$ cat src/include/rio_pkg.sv
package rio_pkg;
  // Module codes in the configuration string
  localparam logic [7:0] CODE_EMPTY = 8'h00;
  localparam logic [7:0] CODE_DI2 = 8'h10;
  localparam logic [7:0] CODE_DI8 = 8'h11;
  localparam logic [7:0] CODE_DO_DI2 = 8'h30;
  localparam logic [7:0] CODE_DO8 = 8'h31;
  localparam logic [7:0] CODE_AI = 8'h50;
  localparam logic [7:0] PRM_HEADER = 8'h11;
  localparam int NUM_SLOTS = 8;
  localparam logic [3:0] FIRST_SLOT_RED = 4'h3;
  localparam logic [3:0] FIRST_SLOT_STD = 4'h1;
  // Parameter byte field positions
  localparam int PB_LFD = 0;
  localparam int PB_INV = 1;
  localparam int PB_ON = 2;
  localparam int PB_OFF = 4;
  // Telegram bit positions
  localparam int TB_ST1 = 0;
  localparam int TB_LF1 = 1;
  localparam int TB_ST2 = 2;
  localparam int TB_LF2 = 3;
  // Timing
  localparam int CLK_HZ = 20_000_000;
  localparam int CYC_PER_MS = CLK_HZ / 1000;
  localparam int DELAY1_MS = 10;
  localparam int DELAY2_MS = 100;
  localparam int DELAY3_MS = 1000;
  localparam int DELAY1_CYC = DELAY1_MS * CYC_PER_MS;
  localparam int DELAY2_CYC = DELAY2_MS * CYC_PER_MS;
  localparam int DELAY3_CYC = DELAY3_MS * CYC_PER_MS;
  localparam int TELEGRAM_US = 6500;
  localparam int TELEGRAM_CYC = TELEGRAM_US * (CLK_HZ / 1_000_000);
  localparam int LINK_LOSS_MS = 500;
  localparam int LINK_LOSS_CYC = LINK_LOSS_MS * CYC_PER_MS;
  localparam int FIFO_DEPTH = 8;
  localparam int FIFO_WIDTH = 8;
  // Substitute value strategies
  typedef enum logic [1:0] {SUB_CURRENT, SUB_REPLACE, SUB_LAST} sub_mode_t;
endpackage : rio_pkg

$ cat src/include/rio_if.sv
`timescale 1ns/1ns
interface rio_if;
  logic [7:0] tel_data;
  logic tel_valid;
  logic tel_ready;
  logic [7:0] out_data;
  logic out_invalid;
  logic out_strobe;
  modport module_end(output tel_data, output tel_valid, input tel_ready,
    input out_data, input out_invalid, input out_strobe);
  modport com_end(input tel_data, input tel_valid, output tel_ready,
    output out_data, output out_invalid, output out_strobe);
endinterface : rio_if

$ cat src/hdl/rio_module_end.sv
`timescale 1ns/1ns
module rio_module_end
  import rio_pkg::*;
(
  // Clock and reset
  input wire logic sys_clk,
  input wire logic rst,
  // Link to com unit
  rio_if.module_end link,
  // Parameter bytes per input channel
  input wire logic [7:0] prm_ch1,
  input wire logic [7:0] prm_ch2,
  // Field inputs and line-fault sense
  input wire logic [1:0] field_in,
  input wire logic [1:0] line_fault_in,
  // Output side configuration
  input wire logic [7:0] out_replace,
  input wire logic [7:0] out_inv_mask,
  input wire logic [1:0] out_sub_mode,
  input wire logic watchdog_en,
  input wire logic bus_fault,
  // Field outputs
  output logic [7:0] field_out
);
  import rio_pkg::*;

  logic [1:0] s1_r, s2_r, s3_r;
  logic [1:0] f1_r, f2_r, f3_r;
  logic [1:0] filt_r;
  logic [1:0] lf_r;
  logic [31:0] dcnt_r [2];
  logic [31:0] tel_cnt_r;
  logic [31:0] loss_cnt_r;
  logic [7:0] tel_nxt;
  logic [7:0] last_valid_r;
  logic [7:0] held_r;
  logic [7:0] out_r;
  logic [7:0] prm [2];
  logic tel_push;
  logic link_lost;

  assign prm[0] = prm_ch1;
  assign prm[1] = prm_ch2;

  function automatic logic [31:0] delay_cycles(input logic [1:0] code);
    case (code)
      2'h1: delay_cycles = 32'(DELAY1_CYC);
      2'h2: delay_cycles = 32'(DELAY2_CYC);
      2'h3: delay_cycles = 32'(DELAY3_CYC);
      default: delay_cycles = 32'h0;
    endcase
  endfunction : delay_cycles

  ////////////////////////////////////////////////////////////////////////////
  // Input synchronisers, change accepted when stages two and three agree
  always_ff @(posedge sys_clk) begin
    if (rst) begin
      s1_r <= '0;
      s2_r <= '0;
      s3_r <= '0;
      f1_r <= '0;
      f2_r <= '0;
      f3_r <= '0;
    end else begin
      s1_r <= field_in;
      s2_r <= s1_r;
      s3_r <= s2_r;
      f1_r <= line_fault_in;
      f2_r <= f1_r;
      f3_r <= f2_r;
    end
  end

  ////////////////////////////////////////////////////////////////////////////
  // Per-channel on/off delay filter and line-fault gating
  for (genvar c = 0; c < 2; c++) begin : g_ch
    logic raw;
    logic [1:0] code;
    assign raw = (s2_r[c] == s3_r[c]) ? (s3_r[c] ^ prm[c][PB_INV]) : filt_r[c];
    assign code = raw ? prm[c][PB_ON+:2] : prm[c][PB_OFF+:2];

    always_ff @(posedge sys_clk) begin
      if (rst) begin
        filt_r[c] <= 1'b0;
        dcnt_r[c] <= '0;
      end else if (raw == filt_r[c]) begin
        dcnt_r[c] <= '0;
      end else if (dcnt_r[c] + 32'h1 >= delay_cycles(code)) begin
        filt_r[c] <= raw;
        dcnt_r[c] <= '0;
      end else begin
        dcnt_r[c] <= dcnt_r[c] + 32'h1;
      end
    end

    always_ff @(posedge sys_clk) begin
      if (rst) begin
        lf_r[c] <= 1'b0;
      end else if (f2_r[c] == f3_r[c]) begin
        lf_r[c] <= f3_r[c] & prm[c][PB_LFD];
      end
    end
  end

  ////////////////////////////////////////////////////////////////////////////
  // Cyclic input telegram
  always_comb begin
    tel_nxt = 8'h00;
    tel_nxt[TB_ST1] = filt_r[0];
    // Faulty channel delivers its live state; the fault bit marks it not valid
    tel_nxt[TB_LF1] = lf_r[0];
    tel_nxt[TB_ST2] = filt_r[1];
    tel_nxt[TB_LF2] = lf_r[1];
  end

  assign tel_push = tel_cnt_r == 32'(TELEGRAM_CYC - 1);

  always_ff @(posedge sys_clk) begin
    if (rst) begin
      tel_cnt_r <= '0;
    end else if (tel_push) begin
      tel_cnt_r <= '0;
    end else begin
      tel_cnt_r <= tel_cnt_r + 32'h1;
    end
  end

  rio_fifo #(.WIDTH(FIFO_WIDTH), .DEPTH(FIFO_DEPTH)) u_fifo (
    .sys_clk(sys_clk),
    .rst(rst),
    .in_data(tel_nxt),
    .in_valid(tel_push),
    .in_ready(),
    .out_data(link.tel_data),
    .out_valid(link.tel_valid),
    .out_ready(link.tel_ready)
  );

  ////////////////////////////////////////////////////////////////////////////
  // Output path: strategy, freeze, inversion, link-loss shutdown
  always_ff @(posedge sys_clk) begin
    if (rst) begin
      loss_cnt_r <= '0;
    end else if (link.out_strobe) begin
      loss_cnt_r <= '0;
    end else if (!link_lost) begin
      loss_cnt_r <= loss_cnt_r + 32'h1;
    end
  end

  assign link_lost = loss_cnt_r >= 32'(LINK_LOSS_CYC);

  always_ff @(posedge sys_clk) begin
    if (rst) begin
      last_valid_r <= '0;
    end else if (link.out_strobe && !link.out_invalid) begin
      last_valid_r <= link.out_data;
    end
  end

  // Line faults of the output circuit are not an input here by design
  always_ff @(posedge sys_clk) begin
    if (rst) begin
      held_r <= '0;
    end else if (bus_fault && !watchdog_en) begin
      held_r <= held_r;
    end else if ((bus_fault && watchdog_en) || (link.out_strobe && link.out_invalid)) begin
      case (sub_mode_t'(out_sub_mode))
        SUB_CURRENT: held_r <= link.out_strobe ? link.out_data : held_r;
        SUB_REPLACE: held_r <= out_replace;
        default: held_r <= last_valid_r;
      endcase
    end else if (link.out_strobe) begin
      held_r <= link.out_data;
    end
  end

  always_ff @(posedge sys_clk) begin
    if (rst) begin
      out_r <= '0;
    end else if (link_lost) begin
      out_r <= '0;
    end else begin
      out_r <= held_r ^ out_inv_mask;
    end
  end

  assign field_out = out_r;
endmodule : rio_module_end

$ cat src/hdl/rio_fifo.sv
`timescale 1ns/1ns
module rio_fifo #(
  parameter int WIDTH = 8,
  parameter int DEPTH = 8
) (
  // Clock and reset
  input wire logic sys_clk,
  input wire logic rst,
  // Fill side
  input wire logic [WIDTH-1:0] in_data,
  input wire logic in_valid,
  output logic in_ready,
  // Drain side
  output logic [WIDTH-1:0] out_data,
  output logic out_valid,
  input wire logic out_ready
);
  localparam int AW = $clog2(DEPTH);
  logic [WIDTH-1:0] mem [DEPTH];
  logic [AW-1:0] wp_r;
  logic [AW-1:0] rp_r;
  logic [AW:0] cnt_r;
  logic push;
  logic pop;

  assign in_ready = cnt_r != (AW+1)'(DEPTH);
  assign out_valid = cnt_r != '0;
  assign out_data = mem[rp_r];
  assign push = in_valid && in_ready;
  assign pop = out_valid && out_ready;

  always_ff @(posedge sys_clk) begin
    if (push) begin
      mem[wp_r] <= in_data;
    end
  end

  always_ff @(posedge sys_clk) begin
    if (rst) begin
      wp_r <= '0;
      rp_r <= '0;
      cnt_r <= '0;
    end else begin
      if (push) begin
        wp_r <= wp_r + 1'b1;
      end
      if (pop) begin
        rp_r <= rp_r + 1'b1;
      end
      if (push && !pop) begin
        cnt_r <= cnt_r + 1'b1;
      end else if (pop && !push) begin
        cnt_r <= cnt_r - 1'b1;
      end
    end
  end
endmodule : rio_fifo

$ cat src/flat_wrapper.sv
// flat-port wrapper written by rule: the top's interface ports become plain ports
module rio_module_end_flat import rio_pkg::*;
  (sys_clk, rst, prm_ch1, prm_ch2, field_in, line_fault_in, out_replace, out_inv_mask, out_sub_mode, watchdog_en, bus_fault, field_out, link_tel_data, link_tel_valid, link_tel_ready, link_out_data, link_out_invalid, link_out_strobe);
  rio_if link_i ();
  input wire logic sys_clk;
  input wire logic rst;
  input wire logic [7:0] prm_ch1;
  input wire logic [7:0] prm_ch2;
  input wire logic [1:0] field_in;
  input wire logic [1:0] line_fault_in;
  input wire logic [7:0] out_replace;
  input wire logic [7:0] out_inv_mask;
  input wire logic [1:0] out_sub_mode;
  input wire logic watchdog_en;
  input wire logic bus_fault;
  output logic [7:0] field_out;
  output wire logic [$bits(link_i.tel_data)-1:0] link_tel_data;
  output wire logic [$bits(link_i.tel_valid)-1:0] link_tel_valid;
  input wire logic [$bits(link_i.tel_ready)-1:0] link_tel_ready;
  input wire logic [$bits(link_i.out_data)-1:0] link_out_data;
  input wire logic [$bits(link_i.out_invalid)-1:0] link_out_invalid;
  input wire logic [$bits(link_i.out_strobe)-1:0] link_out_strobe;
  assign link_tel_data = link_i.tel_data;
  assign link_tel_valid = link_i.tel_valid;
  assign link_i.tel_ready = link_tel_ready;
  assign link_i.out_data = link_out_data;
  assign link_i.out_invalid = link_out_invalid;
  assign link_i.out_strobe = link_out_strobe;
  rio_module_end u_core (.sys_clk(sys_clk), .rst(rst), .link(link_i), .prm_ch1(prm_ch1), .prm_ch2(prm_ch2), .field_in(field_in), .line_fault_in(line_fault_in), .out_replace(out_replace), .out_inv_mask(out_inv_mask), .out_sub_mode(out_sub_mode), .watchdog_en(watchdog_en), .bus_fault(bus_fault), .field_out(field_out));
endmodule
$ cat config.mk
export PLATFORM = sky130hd
export DESIGN_NAME = rio_module_end_flat
export DESIGN_NICKNAME = d
export VERILOG_FILES = /design/src/include/rio_pkg.sv /design/src/include/rio_if.sv /design/src/hdl/rio_module_end.sv /design/src/hdl/rio_fifo.sv /design/src/flat_wrapper.sv
export SDC_FILE = /design/constraint.sdc
export NUM_CORES = 1
export LEC_CHECK = 0
export BUFFER_PORTS_ARGS = -buffer_cell sky130_fd_sc_hd__buf_2
export CORE_MARGIN = 4
export CORE_UTILIZATION = 55
export CTS_CLUSTER_DIAMETER = 120
export DETAILED_ROUTE_END_ITERATION = 10
export HOLD_SLACK_MARGIN = 0.08
export PLACE_DENSITY_LB_ADDON = 0.3
export REMOVE_ABC_BUFFERS = 1
export SYNTH_ARGS = -nofsm -noshare
export SYNTH_HDL_FRONTEND = slang
export SYNTH_SLANG_ARGS = --single-unit
$ cat constraint.sdc
create_clock -name sys_clk -period 5.6 [get_ports sys_clk]
set_clock_uncertainty 0.2 [all_clocks]
set_input_delay 0 -clock sys_clk [delete_from_list [all_inputs] [get_ports sys_clk]]
set_output_delay 0 -clock sys_clk [all_outputs]
set_load 0.01 [all_outputs]
# Yosys cells after proc, flatten, opt, wreduce, memory -nomap -nowiden

Memories as Yosys holds them, arrays and structs flattened. A register that Yosys moved wholly into a read port is not among the register bits.
Index checks and enable logic that the tools add are counted.

Register bits after elaboration: 114
Memory bits (writable): 96
Bits of input ports: 53
Output and inout bits: 17
Logic and storage cells: 129
Memories: 2

Add/sub/neg operators: 8
Order comparisons: 3
Eq/ne operators: 15
Multiplexer cells: 49
Bitwise gates (word level): 13
Reduce and logical (&&, ||, !) cells: 21

Memories:

| memory            | words | width | rd ports | clocked after Yosys merged registers in | write ports | RTL line             | text |
|---|---|---|---|---|---|---|---|
| u_core.dcnt_r     | 2     | 32    | 2        | 0                                       | 2           | rio_module_end.sv:31 | `logic [31:0] dcnt_r [2];` |
| u_core.u_fifo.mem | 8     | 4     | 1        | 1                                       | 1           | rio_fifo.sv:19       | `logic [WIDTH-1:0] mem [DEPTH];` |

Operator list:

| kind                  | number |
|---|---|
| $mux 32               | 10 |
| $pmux 25 s3           | 2 |
| $add 32x1->32 const B | 4 |
| $ge 32x32->1          | 2 |
| $eq 32x17->1 const B  | 1 |
| $ge 32x24->1 const B  | 1 |
| $mux 1                | 28 |
| $mux 8                | 2 |
| $pmux 8 s2            | 1 |
| $eq 2x2->1 const B    | 4 |
| $logic_and 1x1->1     | 8 |
| $mux 4                | 2 |
| $xor 8x8->8           | 1 |
| $add 3x1->3 const B   | 2 |
| $eq 1x1->1            | 6 |
| $eq 2x1->1 const B    | 3 |
| $mux 3                | 2 |
| $or 1x1->1            | 6 |
| $reduce_or 2->1       | 3 |
| $add 4x1->4 const B   | 1 |
| $logic_not 1->1       | 4 |
| $mux 2                | 2 |
| $ne 4x4->1 const B    | 1 |
| $reduce_and 2->1      | 2 |
| other kinds (8)       | 11 |

# Depth between registers and ports, before layout

Gate-level depths: netlist (run 1).

Word-level depth: 14
Gate-level depth with buffers: 18
Depth with buffers taken out: 17

# By module

Synthesis (run 1) repeated with hierarchy kept, for this count alone.

Cell total of the unflattened synthesis: 1151
Area total of the unflattened synthesis: 12218.0 µm²

By module, submodules not included:

| module         | instances | cells an instance | area an instance (µm²) | seq. area each (µm²) |
|---|---|---|---|---|
| rio_module_end | 1         | 985               | 9101.2                 | 4003.8 |
| rio_fifo       | 1         | 166               | 3116.7                 | 2182.1 |

# Least setup slack after synthesis (run 1)

OpenSTA, ideal clock, no wires.

Path kind: register -> register
Start point: memory u_core.dcnt_r[1][0]
End point: memory u_core.dcnt_r[1][2] (data pin)
Library setup time: 0.255 ns
Arrival: 3.473 ns
Data required time: 5.145 ns
Path slack: 1.672 ns
Cell stages (with the launch flop): 17
Path buffers: 1
Clock period less this slack: 3.928 ns
Path through: edfxtp_1 ha_1 nand3_1 or4_1 nor2_1 and3_1 xor2_1 ha_1 nand4_1 nor2_1 nand3_1 a21oi_1 or4b_1 nand3_1 a211o_4 buf_6 nor2_2

RTL lines:

| what        | RTL line |
|---|---|
| from (decl) | rio_module_end.sv:31 |

==> results of run 1 <==
power by group:
group          total [mW]  internal [mW]  switching (mW)
combinational       0.392          0.187           0.206
clock                1.73           1.07           0.654
sequential           1.72           1.67          0.0499
total                3.84           2.93           0.909
per-layer routing:
layer  routed length (um)  vias up  track usage [%]  part of all wire, %
met5                    0        -                0                    0
met4                 1330        0             11.4                  4.9
met3                 1210      110             3.73                  4.5
li1                     -     4442                -                    -
met1                11200     4370             29.4                   41
met2                13400      306             42.7                   49
critical path, delay by kind of cell, from the launching register on:
kind                     cells  cell delay [ps]
XOR/XNOR                     1               80
adder cells (fa/ha/maj)      1              290
AO/OA/AOI/OAI                2              520
AND/OR/NAND/NOR             10             2720
flip-flops                   1              430
cells by family (layout without fill, tap and decap cells):
| family | Yosys count | in the layout | synth area share, % |
|---|---|---|---|
| compound gates | 146 | 146 | 8.56 |
| xor+xnor | 103 | 103 | 8.19 |
| fa+ha+maj | 48 | 48 | 5.52 |
| buf+inv | 82 | 251 | 3.08 |
| flops | 213 | 213 | 47.4 |
| mux | 26 | 26 | 3.33 |
| other cells | 2 | 82 | 0.0682 |
| simple gates | 519 | 519 | 23.8 |
stage by stage:
stage / cells / power (mW) / util (%)
after floorplan: 1173 / 1.95 / -
final: 1653 / 3.84 / 70.1
after detailed placement: 1503 / 2.05 / 60.1
after global routing: 1653 / 3.97 / 70.1
after CTS: 1653 / 3.83 / 70.1
after global placement: 1503 / 2.04 / 60.1
registers in the layout, indices dropped and copies added, names as in the netlist, named ones only:
| name | count |
|---|---|
| u_core.u_fifo.wp_r | 3 |
| u_core.loss_cnt_r | 32 |
| u_core.last_valid_r | 8 |
| u_core.f3_r | 2 |
| u_core.dcnt_r | 64 |
| u_core.tel_cnt_r | 32 |
| u_core.u_fifo.mem | 32 |
| u_core.u_fifo.cnt_r | 4 |
| u_core.s2_r | 2 |
| u_core.f2_r | 2 |
| u_core.held_r | 8 |
| u_core.u_fifo.rp_r | 3 |
| u_core.s3_r | 2 |
| u_core.field_out | 8 |
| u_core.lf_r | 2 |
| u_core.s1_r | 2 |
| u_core.f1_r | 2 |
| u_core.filt_r | 2 |
area by class of cell:
| cell class | count | area [um^2] | area share (%) |
|---|---|---|---|
| Multi-Input combinational cell | 924 | 5750 | 41.9 |
| Sequential cell | 213 | 5230 | 38.1 |
| Timing Repair Buffer | 171 | 1400 | 10.2 |
| Clock buffer | 34 | 709 | 5.17 |
| Tap cell | 265 | 332 | 2.42 |
| Clock inverter | 10 | 179 | 1.30 |
| Inverter | 36 | 135 | 0.985 |
worst max path at each step:
stage | from | to | slack [ps] | cells after the start
6_report | u_core.dcnt_r[1][4] | u_core.dcnt_r[1][22] | 1080 | 14
5_1_grt | u_core.dcnt_r[1][4] | u_core.dcnt_r[1][22] | 730 | 15
3_3_place_gp | u_core.dcnt_r[1][0] | u_core.dcnt_r[1][5] | 1140 | 16
3_5_place_dp | u_core.dcnt_r[1][0] | u_core.dcnt_r[1][11] | 1050 | 16
2_1_floorplan | u_core.dcnt_r[1][0] | u_core.dcnt_r[1][12] | 1480 | 15
4_1_cts | u_core.dcnt_r[1][0] | u_core.dcnt_r[1][22] | 1030 | 16
timing repair:
item | 4_1_cts | 5_1_grt
hold endpoints to repair | 61 | 0
resized for setup | 0 | 0
hold buffers | 106 | 0
cell usage in the layout, fill, tap and decap left out, types with 16 or more instances in the layout:
| master | count |
|---|---|
| ha_1 | 47 |
| a21oi_1 | 45 |
| nand2_1 | 72 |
| nand3_1 | 51 |
| and2_1 | 16 |
| nor2_1 | 167 |
| xnor2_1 | 56 |
| o21ai_0 | 29 |
| dlygate4sd3_1 | 106 |
| conb_1 | 82 |
| buf_2 | 61 |
| xor2_1 | 47 |
| edfxtp_1 | 96 |
| dfxtp_1 | 117 |
| nor2b_1 | 38 |
| or3_1 | 22 |
| clkbuf_16 | 25 |
| and3_1 | 21 |
| nor3_1 | 41 |
| nand4_1 | 33 |
| inv_1 | 36 |
==> results by group, run 1 <==
Logic synthesis
  – Syn Area/Cell: 9.67 um^2
  – Synth top area share: 26.2%
  – Post-synth ARST share: 0%
  – Post-synth top cells: nor2_1, dfxtp_1, edfxtp_1
  – Synth top area cells: edfxtp_1, dfxtp_1, nor2_1
  – Count leader, synth: nor2_1
  – Primary FF master, synth: dfxtp_1
  – Synth warn: 0
  – Mapped cell area: 11000 um^2
  – Sequential share of the synthesized area: 47.4%
  – Post-synthesis cell type count: 67
  – Count of flip-flops with a built-in enable after synthesis: 96
  – FF+latch count, synth: 213
  – Post-Synthesis Cells: 1139
  – Dominant cell type by area after synthesis: edfxtp_1

Power
  – VDD IR-drop max: 0.000290 V
  – Leak: 5.29 nW
  – Power Density: 280 nW/um^2

Hold path
  – HP Class: input port to flip-flop
  – Min-Delay Startpoint: out_inv_mask[7]
  – Hold Path Sink: u_core.field_out[7]
  – Hold depth: 4

Clock network
  – CTS root buffer: clkbuf_16
  – Setup Fix Bufs, Post-CTS: 0
  – CTS buffer count: 24
  – Clk slew on worst S/H paths: 60 ps
  – Clk_lat worst skew: 540 ps
  – H-tree depth: 1
  – CTS tree: built
  – Max Buffers Root-to-Sink: 3
  – CTS Sinks: 213

Timing
  – # setup viols final: 0
  – Final min period: 4520 ps
  – Final setup margin: 1080 ps
  – Final Hold Viols: 0
  – Tcrit/Tclk final: 80.8%
  – Setup TNS: 0 ps
  – Slew @ Worst Pin: 1250 ps
  – Slew Viols, Final: 0
  – RSZ-0062 raised after global routing: false
  – Maximum achievable frequency: 221 MHz
  – Final Hold Slack: 139 ps
  – Relative slew slack: 16.6%

Placement
  – Placed Instance Area: 11800 um^2
  – Detailed Place HPWL: 15.4 mm
  – IO Port Bufs: 61
  – RePlAce Congestion: 0.830
  – Place WS: 1050 ps

Final layout
  – Area growth syn-to-layout: 24.6%
  – Fin area: 13700 um^2
  – Filler cells: 1342
  – Diodes inserted: 0
  – Nets@finish: 1471
  – Layout cells sized above 1: 9.87%

Critical path
  – RR Endpoint: u_core.dcnt_r[1][22]
  – Setup crit start kind: flip-flop
  – Crit-path slowest cell: or4_1
  – Kind of end point of the critical path: flip-flop
  – Crit path largest cell delay: 720 ps
  – R2r setup slk: 1080 ps
  – Reg2reg path depth: 14
  – CP Cell Sequence: nand3_1, or4_1, nor2_1, and3_1, xor2_1, ha_1, nand4_1, nor2_1, nand3_1, a21oi_1, or4b_1, nand3_1, a211o_4, nor2_1
  – Arr. time, crit path: 4580 ps
  – CP max FO: 25
  – FF-to-FF Start: u_core.dcnt_r[1][4]
  – Setup CP Type: flip-flop to flip-flop
  – Worst EP required: 5660 ps

GRT
  – Vias in the first global route: 9150
  – First-pass GRT wire length: 44.4 mm
  – GR Overflow Total: 0
  – Initial antenna violation count: 0
  – Total Routing Usage GR: 24.3%
  – Largest net degree at the start of global routing: 33

Floorplanning
  – Initial Utilization: 56.2%
  – Top Ports: 70
  – Rows: 51
  – DIE AREA: 22400 um^2
  – Die Ht: 150 um
  – CORE AREA: 19600 um^2
  – Die width: 150 um

Drt
  – Antenna viol nets, final: 0
  – Post-DR wirelength/cell: 16.4 um
  – Total iterations of the first detailed-routing run: 5
  – DRC viols: 0
  – DRT Wirelength: 27.2 mm
  – Via density: 5.58
  – Routed vias: 9228
  – Initial DRC Count: 606

Run status
  – Status: finished clean

Job
  – Max-cap viol count: 0
Power figures use the tool's default switching activity.
==> inputs of run 2 (changes only) <==
clock period = 4.1 ns   (was 5.6 ns; I/O delays follow)
==> run 2 against run 1 <==
  * Utilization is 0.19 points higher
  * Global-route usage fell by 1.6 points
  * Sequential power increased by 36%
  * Register-to-register slack lost 870 ps
  * Largest cell class unchanged
  * Sequential share of layout area is 0.10 points lower
==> results by group, run 2 (synthesis results as in run 1) <==
Run status
  – Status: finished clean

Floorplanning
  – Die Ht: 150 um (unchanged)
  – Die width: 150 um (unchanged)
  – Initial Utilization: 56.2% (unchanged)
  – DIE AREA: 22400 um^2 (unchanged)
  – CORE AREA: 19600 um^2 (unchanged)
  – Rows: 51 (unchanged)
  – Top Ports: 70 (unchanged)

Final layout
  – Layout cells sized above 1: 12.7% (+2.8 points)
  – Commonest non-fill, non-tap cells in the layout: nor2_1, dfxtp_1, edfxtp_1
  – Max reg flops: 64 (unchanged)
  – Area growth syn-to-layout: 25.0%
  – Nets@finish: 1478 (+0.48%)
  – Diodes inserted: 0 (unchanged)
  – Fin area: 13800 um^2 (+0.26%)
  – Filler cells: 1420 (+5.8%)
  – Commonest non-fill, non-tap cell in the layout: nor2_1
  – Largest reg by FF count: u_core.dcnt_r
  – Non-filler cells, final: 1658 (+0.30%)

Timing
  – Slew @ Worst Pin: 1140 ps (-111 ps)
  – Final min period: 3900 ps (-626 ps)
  – Final Hold Viols: 0 (unchanged)
  – Final Hold Slack: 92.0 ps (-46.9 ps)
  – RSZ-0062 raised after global routing: true
  – Setup TNS: 0 ps (unchanged)
  – Tcrit/Tclk final: 95.1% (+14 points)
  – # setup viols final: 0 (unchanged)
  – Maximum achievable frequency: 257 MHz (+16%)
  – Relative slew slack: 24.0% (+7.4 points)
  – Slew Viols, Final: 0 (unchanged)

Power
  – Power Density: 373 nW/um^2 (+33%)
  – VDD IR-drop max: 0.000393 V (+35%)
  – Leak: 5.31 nW (+0.42%)

Critical path
  – CP Cell Sequence: nand4_1, buf_4, nor4_2, and2_1, nand3_1, xnor2_1, ha_1, nand4_1, nor2_1, nand3_1, a21oi_2, or4b_1, nand3_4, a211o_2, nor2b_2
  – CP max FO: 6 (-76%)
  – R2r setup slk: 200 ps (-870 ps)
  – Worst EP required: 4150 ps (-1510 ps)
  – Worst Setup SP: u_core.dcnt_r[1][8]
  – WP buf/inv: 1 (+1)
  – Setup CP Type: flip-flop to flip-flop
  – CP Capture Point: u_core.dcnt_r[1][19]
  – Arr. time, crit path: 3950 ps (-630 ps)
  – FF-to-FF Start: u_core.dcnt_r[1][8]
  – Setup crit start kind: flip-flop
  – Reg2reg path depth: 15 (+1)
  – Cell family with most CP delay: simple AND/OR/NAND/NOR gates
  – Number of cells on the critical path: 15 (+1)
  – Kind of end point of the critical path: flip-flop
  – RR Endpoint: u_core.dcnt_r[1][19]
  – Crit-path slowest cell: or4b_1
  – Crit path largest cell delay: 500 ps (-220 ps)

Hold path
  – HP Class: input port to flip-flop

Drt
  – Routed vias: 9061 (-1.8%)
  – Post-DR wirelength/cell: 15.6 um (-5.0%)
  – DRC viols: 0 (unchanged)
  – DRT Wirelength: 25.9 mm (-4.7%)
  – Antenna viol nets, final: 0 (unchanged)
  – Total iterations of the first detailed-routing run: 5 (unchanged)
  – Initial DRC Count: 477 (-21%)
  – Via density: 5.47 (-2.1%)

Job
  – Max-cap viol count: 0 (unchanged)

GRT
  – Initial antenna violation count: 0 (unchanged)
  – M3 GR Usage: 3.76% (+0.030 points)
  – Total Routing Usage GR: 22.7% (-1.6 points)
  – First-pass GRT wire length: 42.1 mm (-5.3%)
  – GR Overflow Total: 0 (unchanged)
  – Largest net degree at the start of global routing: 33 (unchanged)
  – Top Usage Layer GRT: met2
  – Vias in the first global route: 8860 (-3.2%)
  – Met2 Use GR: 40.1% (-2.7 points)
  – Met1 usage: 28.8% (-0.64 points)

Placement
  – RePlAce Congestion: 0.817 (-1.5%)
  – Placed cells: 1526 (+1.5%)
  – Placed Instance Area: 12000 um^2 (+1.6%)
  – IO Port Bufs: 61 (unchanged)
  – Detailed Place HPWL: 15.5 mm (+0.92%)

Clock network
  – CTS buffer count: 23 (-4.2%)
  – CTS Sinks: 213 (unchanged)
  – Clk slew on worst S/H paths: 60 ps (about the same)
  – Max Buffers Root-to-Sink: 3 (unchanged)
  – CTS tree: built
  – Clk_lat worst skew: 500 ps (-40 ps)
  – H-tree depth: 1 (unchanged)
  – CTS root buffer: clkbuf_16
-- run 2: cell types whose count changed in the layout (fill, tap and decap cells not counted), moves of 2 or more --
cell,delta
clkinv_2,+2
dlygate4sd3_1,-24
bufinv_16,+2
clkbuf_8,-5
nor2_1,-2
clkbuf_1,-2
a211o_2,+2
buf_4,+28
-- run 2: per-stage QoR --
step / total power [mW] / util, % / setup WS [ps]
after global placement: 2.79 / 61.1 / 170
after CTS: 5.14 / 69.5 / 41.5
after floorplan: 2.66 / - / -16.9
final: 5.14 / 70.2 / 202
after detailed placement: 2.80 / 61.1 / 55.4
after global routing: 5.35 / 70.2 / -13.7
-- run 2: worst register-to-register path, delay by kind of cell (launching register included) --
family | cells | cell delay, ps
AND/OR/NAND/NOR | 10 | 1930
AO/OA/AOI/OAI | 2 | 410
flip-flops | 1 | 410
adder cells (fa/ha/maj) | 1 | 330
buffers and inverters | 1 | 220
XOR/XNOR | 1 | 160
-- run 2: routing by layer --
layer / wire length, um / part of all wire [%] / vias to the layer above
met5: 0 / 0 / -
met4: 664 / 2.6 / 0
met3: 1220 / 4.7 / 59
met2: 12900 / 50 / 243
met1: 11100 / 43 / 4296
li1: - / - / 4463
-- run 2: worst min path at each step --
stage / from / end / cells after the start
5_1_grt: out_inv_mask[0] / u_core.field_out[0] / 4
3_5_place_dp: field_in[1] / u_core.s1_r[1] / 2
3_3_place_gp: line_fault_in[1] / u_core.f1_r[1] / 2
2_1_floorplan: rst / u_core.lf_r[0] / 1
6_report: out_inv_mask[0] / u_core.field_out[0] / 4
4_1_cts: out_inv_mask[5] / u_core.field_out[5] / 4
-- run 2: power breakdown --
part           internal, mW  switching (mW)  total, mW
logic                 0.248           0.280      0.528
clock network          1.44           0.829       2.27
registers              2.28          0.0572       2.34
total                  3.97            1.17       5.14
-- run 2: area by class of cell --
class | instances | area (um^2) | area share (%)
repair buffers | 176 | 1390 | 10.1
inverters | 36 | 135 | 0.982
flip-flops and latches | 213 | 5230 | 38.0
clock inverters | 15 | 225 | 1.64
clock buffers | 26 | 608 | 4.42
multi-input cells | 927 | 5850 | 42.5
well taps | 265 | 332 | 2.41
-- run 2: what timing repair did --
item | CTS | global route
hold buffers | 82 | 0
setup buffers | 0 | 6
endpoints found under the setup margin | 0 | 51
resized for setup | 0 | 14
hold endpoints to repair | 60 | 0
==> inputs of run 3 (changes only) <==
BUFFER_PORTS_ARGS = unset   (was -buffer_cell sky130_fd_sc_hd__buf_2)
CORE_UTILIZATION = 44   (was 55)
DONT_BUFFER_PORTS = 1   (was unset)
==> run 3 against run 2 <==
  * Sequential share of layout area grew 0.50 points
  * Final cell count grew 0.30%
  * Flip-flop and latch count is the same
  * Non-clock buffer count shrank 54
  * Routed wire length shrank 6.4%
  * Critical path type is now input port to flip-flop
==> results by group, run 3 (synthesis results as in run 1) <==
Clock network
  – CTS root buffer: clkbuf_16
  – Clk_lat worst skew: 530 ps (+30 ps)
  – H-tree depth: 1 (unchanged)
  – Max Buffers Root-to-Sink: 3 (unchanged)
  – Clk slew on worst S/H paths: 60 ps (about the same)
  – CTS tree: built
  – CTS Sinks: 213 (unchanged)
  – CTS buffer count: 24 (+4.3%)

Power
  – Total power: 5.07 mW (-1.2%)
  – Power Density: 373 nW/um^2 (about the same)
  – VDD IR-drop max: 0.000267 V (-32%)
  – Leak: 5.09 nW (-4.2%)

GRT
  – GR Overflow Total: 0 (unchanged)
  – Total Routing Usage GR: 17.3% (-5.5 points)
  – First-pass GRT wire length: 40.6 mm (-3.5%)
  – Initial antenna violation count: 0 (unchanged)
  – Vias in the first global route: 8539 (-3.6%)
  – Largest net degree at the start of global routing: 53 (+61%)

Timing
  – Relative slew slack: 17.2% (-6.9 points)
  – Tcrit/Tclk final: 94.1% (-0.97 points)
  – Maximum achievable frequency: 259 MHz (+1.0%)
  – Slew Viols, Final: 0 (unchanged)
  – Final min period: 3860 ps (-39.8 ps)
  – Slew @ Worst Pin: 1240 ps (+103 ps)
  – RSZ-0062 raised after global routing: false
  – Final Hold Viols: 0 (unchanged)
  – # setup viols final: 0 (unchanged)

Floorplanning
  – Die width: 166 um (+11%)
  – CORE AREA: 24500 um^2 (+25%)
  – DIE AREA: 27600 um^2 (+24%)
  – Die Ht: 166 um (+11%)
  – Rows: 57 (+12%)
  – Initial Utilization: 45.0% (-11 points)
  – Top Ports: 70 (unchanged)

Drt
  – DRC viols: 0 (unchanged)
  – Initial DRC Count: 455 (-4.6%)
  – Via density: 5.15 (-5.7%)
  – Total iterations of the first detailed-routing run: 5 (unchanged)
  – Post-DR wirelength/cell: 14.6 um (-6.7%)
  – Routed vias: 8569 (-5.4%)
  – DRT Wirelength: 24.2 mm (-6.4%)
  – Antenna viol nets, final: 0 (unchanged)

Final layout
  – Area growth syn-to-layout: 23.4%
  – Commonest non-fill, non-tap cell in the layout: nor2_1
  – Nets@finish: 1422 (-3.8%)
  – Layout cells sized above 1: 8.22% (-4.5 points)
  – Commonest non-fill, non-tap cells in the layout: nor2_1, dfxtp_1, edfxtp_1
  – Filler cells: 2111 (+49%)
  – Diodes inserted: 0 (unchanged)
  – Max reg flops: 64 (unchanged)
  – Non-filler cells, final: 1663 (+0.30%)
  – Largest reg by FF count: u_core.dcnt_r

Placement
  – RePlAce Congestion: 0.803 (-1.7%)
  – Detailed Place HPWL: 15.3 mm (-1.1%)
  – Placed cells: 1524 (-0.13%)
  – IO Port Bufs: 0 (-100%)

Run status
  – Status: finished clean

Job
  – Max-cap viol count: 0 (unchanged)

Critical path
  – CP max FO: 20 (+14)
  – Kind of end point of the critical path: flip-flop
  – Setup crit start kind: input port
  – Arr. time, crit path: 4140 ps (+190 ps)
  – Worst EP required: 4380 ps (+230 ps)
  – Setup CP Type: input port to flip-flop

Hold path
  – HP Class: input port to flip-flop
==> run 3: cell types whose count changed in the layout (fill, tap and decap cells not counted), moves of 3 or more <==
cell           change
dlygate4sd3_1      +8
clkbuf_1           +5
buf_2             -61
buf_4              -4
clkinv_2           -3
==> run 3: area by class of cell <==
class | instances | area, um^2 | share of cell area (%)
Sequential cell | 213 | 5230 | 38.5
Tap cell | 324 | 405 | 2.98
Inverter | 36 | 135 | 0.994
Multi-Input combinational cell | 924 | 5790 | 42.6
Timing Repair Buffer | 122 | 1200 | 8.82
Clock inverter | 12 | 189 | 1.39
Clock buffer | 32 | 641 | 4.71
==> run 3: critical path: stages <==
cell	delay [ps]
dlygate4sd3_1	840
a22oi_1	850
nor2_2	260
a21oi_1	180
dlygate4sd3_1	570
nor3_1	50
dlygate4sd3_1	610
nor3_1	200
dlygate4sd3_1	570
==> run 3: report_power, final <==
part	switching, mW	total, mW	internal, mW
Sequential	0.0641	2.34	2.28
Clock	0.881	2.24	1.36
Combinational	0.249	0.488	0.239
==> run 3: path summary, 6_finish.rpt <==
kind	end	startpoint	slack, ps	cells after the start
setup reg to reg	u_core.dcnt_r[1][8]	u_core.dcnt_r[1][4]	320	15
setup / recovery	u_core.held_r[4]	link_out_strobe	240	9
hold reg to reg	u_core.s2_r[0]	u_core.s1_r[0]	240	1
hold / removal	u_core.dcnt_r[0][6]	prm_ch1[1]	140	7
==> run 3: through the flow <==
step | util, % | setup TNS, ps | hold slack [ps] | setup WS [ps] | cell area [um^2]
6_report | 55.5 | 0 | 141 | 242 | 13600
5_1_grt | 55.5 | 0 | 182 | 22.8 | 13600
4_1_cts | 55.2 | 0 | 131 | 122 | 13500
3_5_place_dp | 48.1 | 0 | -118 | 169 | 11800
3_3_place_gp | 48.1 | 0 | -122 | 242 | 11800
2_1_floorplan | - | -196 | -131 | -16.9 | 11100
==> run 3: what timing repair did <==
| item | 4_1_cts | 5_1_grt |
|---|---|---|
| endpoints found under the setup margin | 0 | 52 |
| hold endpoints to repair | 167 | 0 |
| hold buffers | 91 | 0 |
| setup buffers | 0 | 4 |
| gates resized for setup | 0 | 13 |
==> run 3: routing by layer <==
layer	up-vias	GRT usage, %	share of wire (%)
met5	-	0	0
met4	0	5.02	2.3
met3	42	3.14	4.5
met2	166	30.6	49
met1	4012	21.5	44
li1	4349	-	-
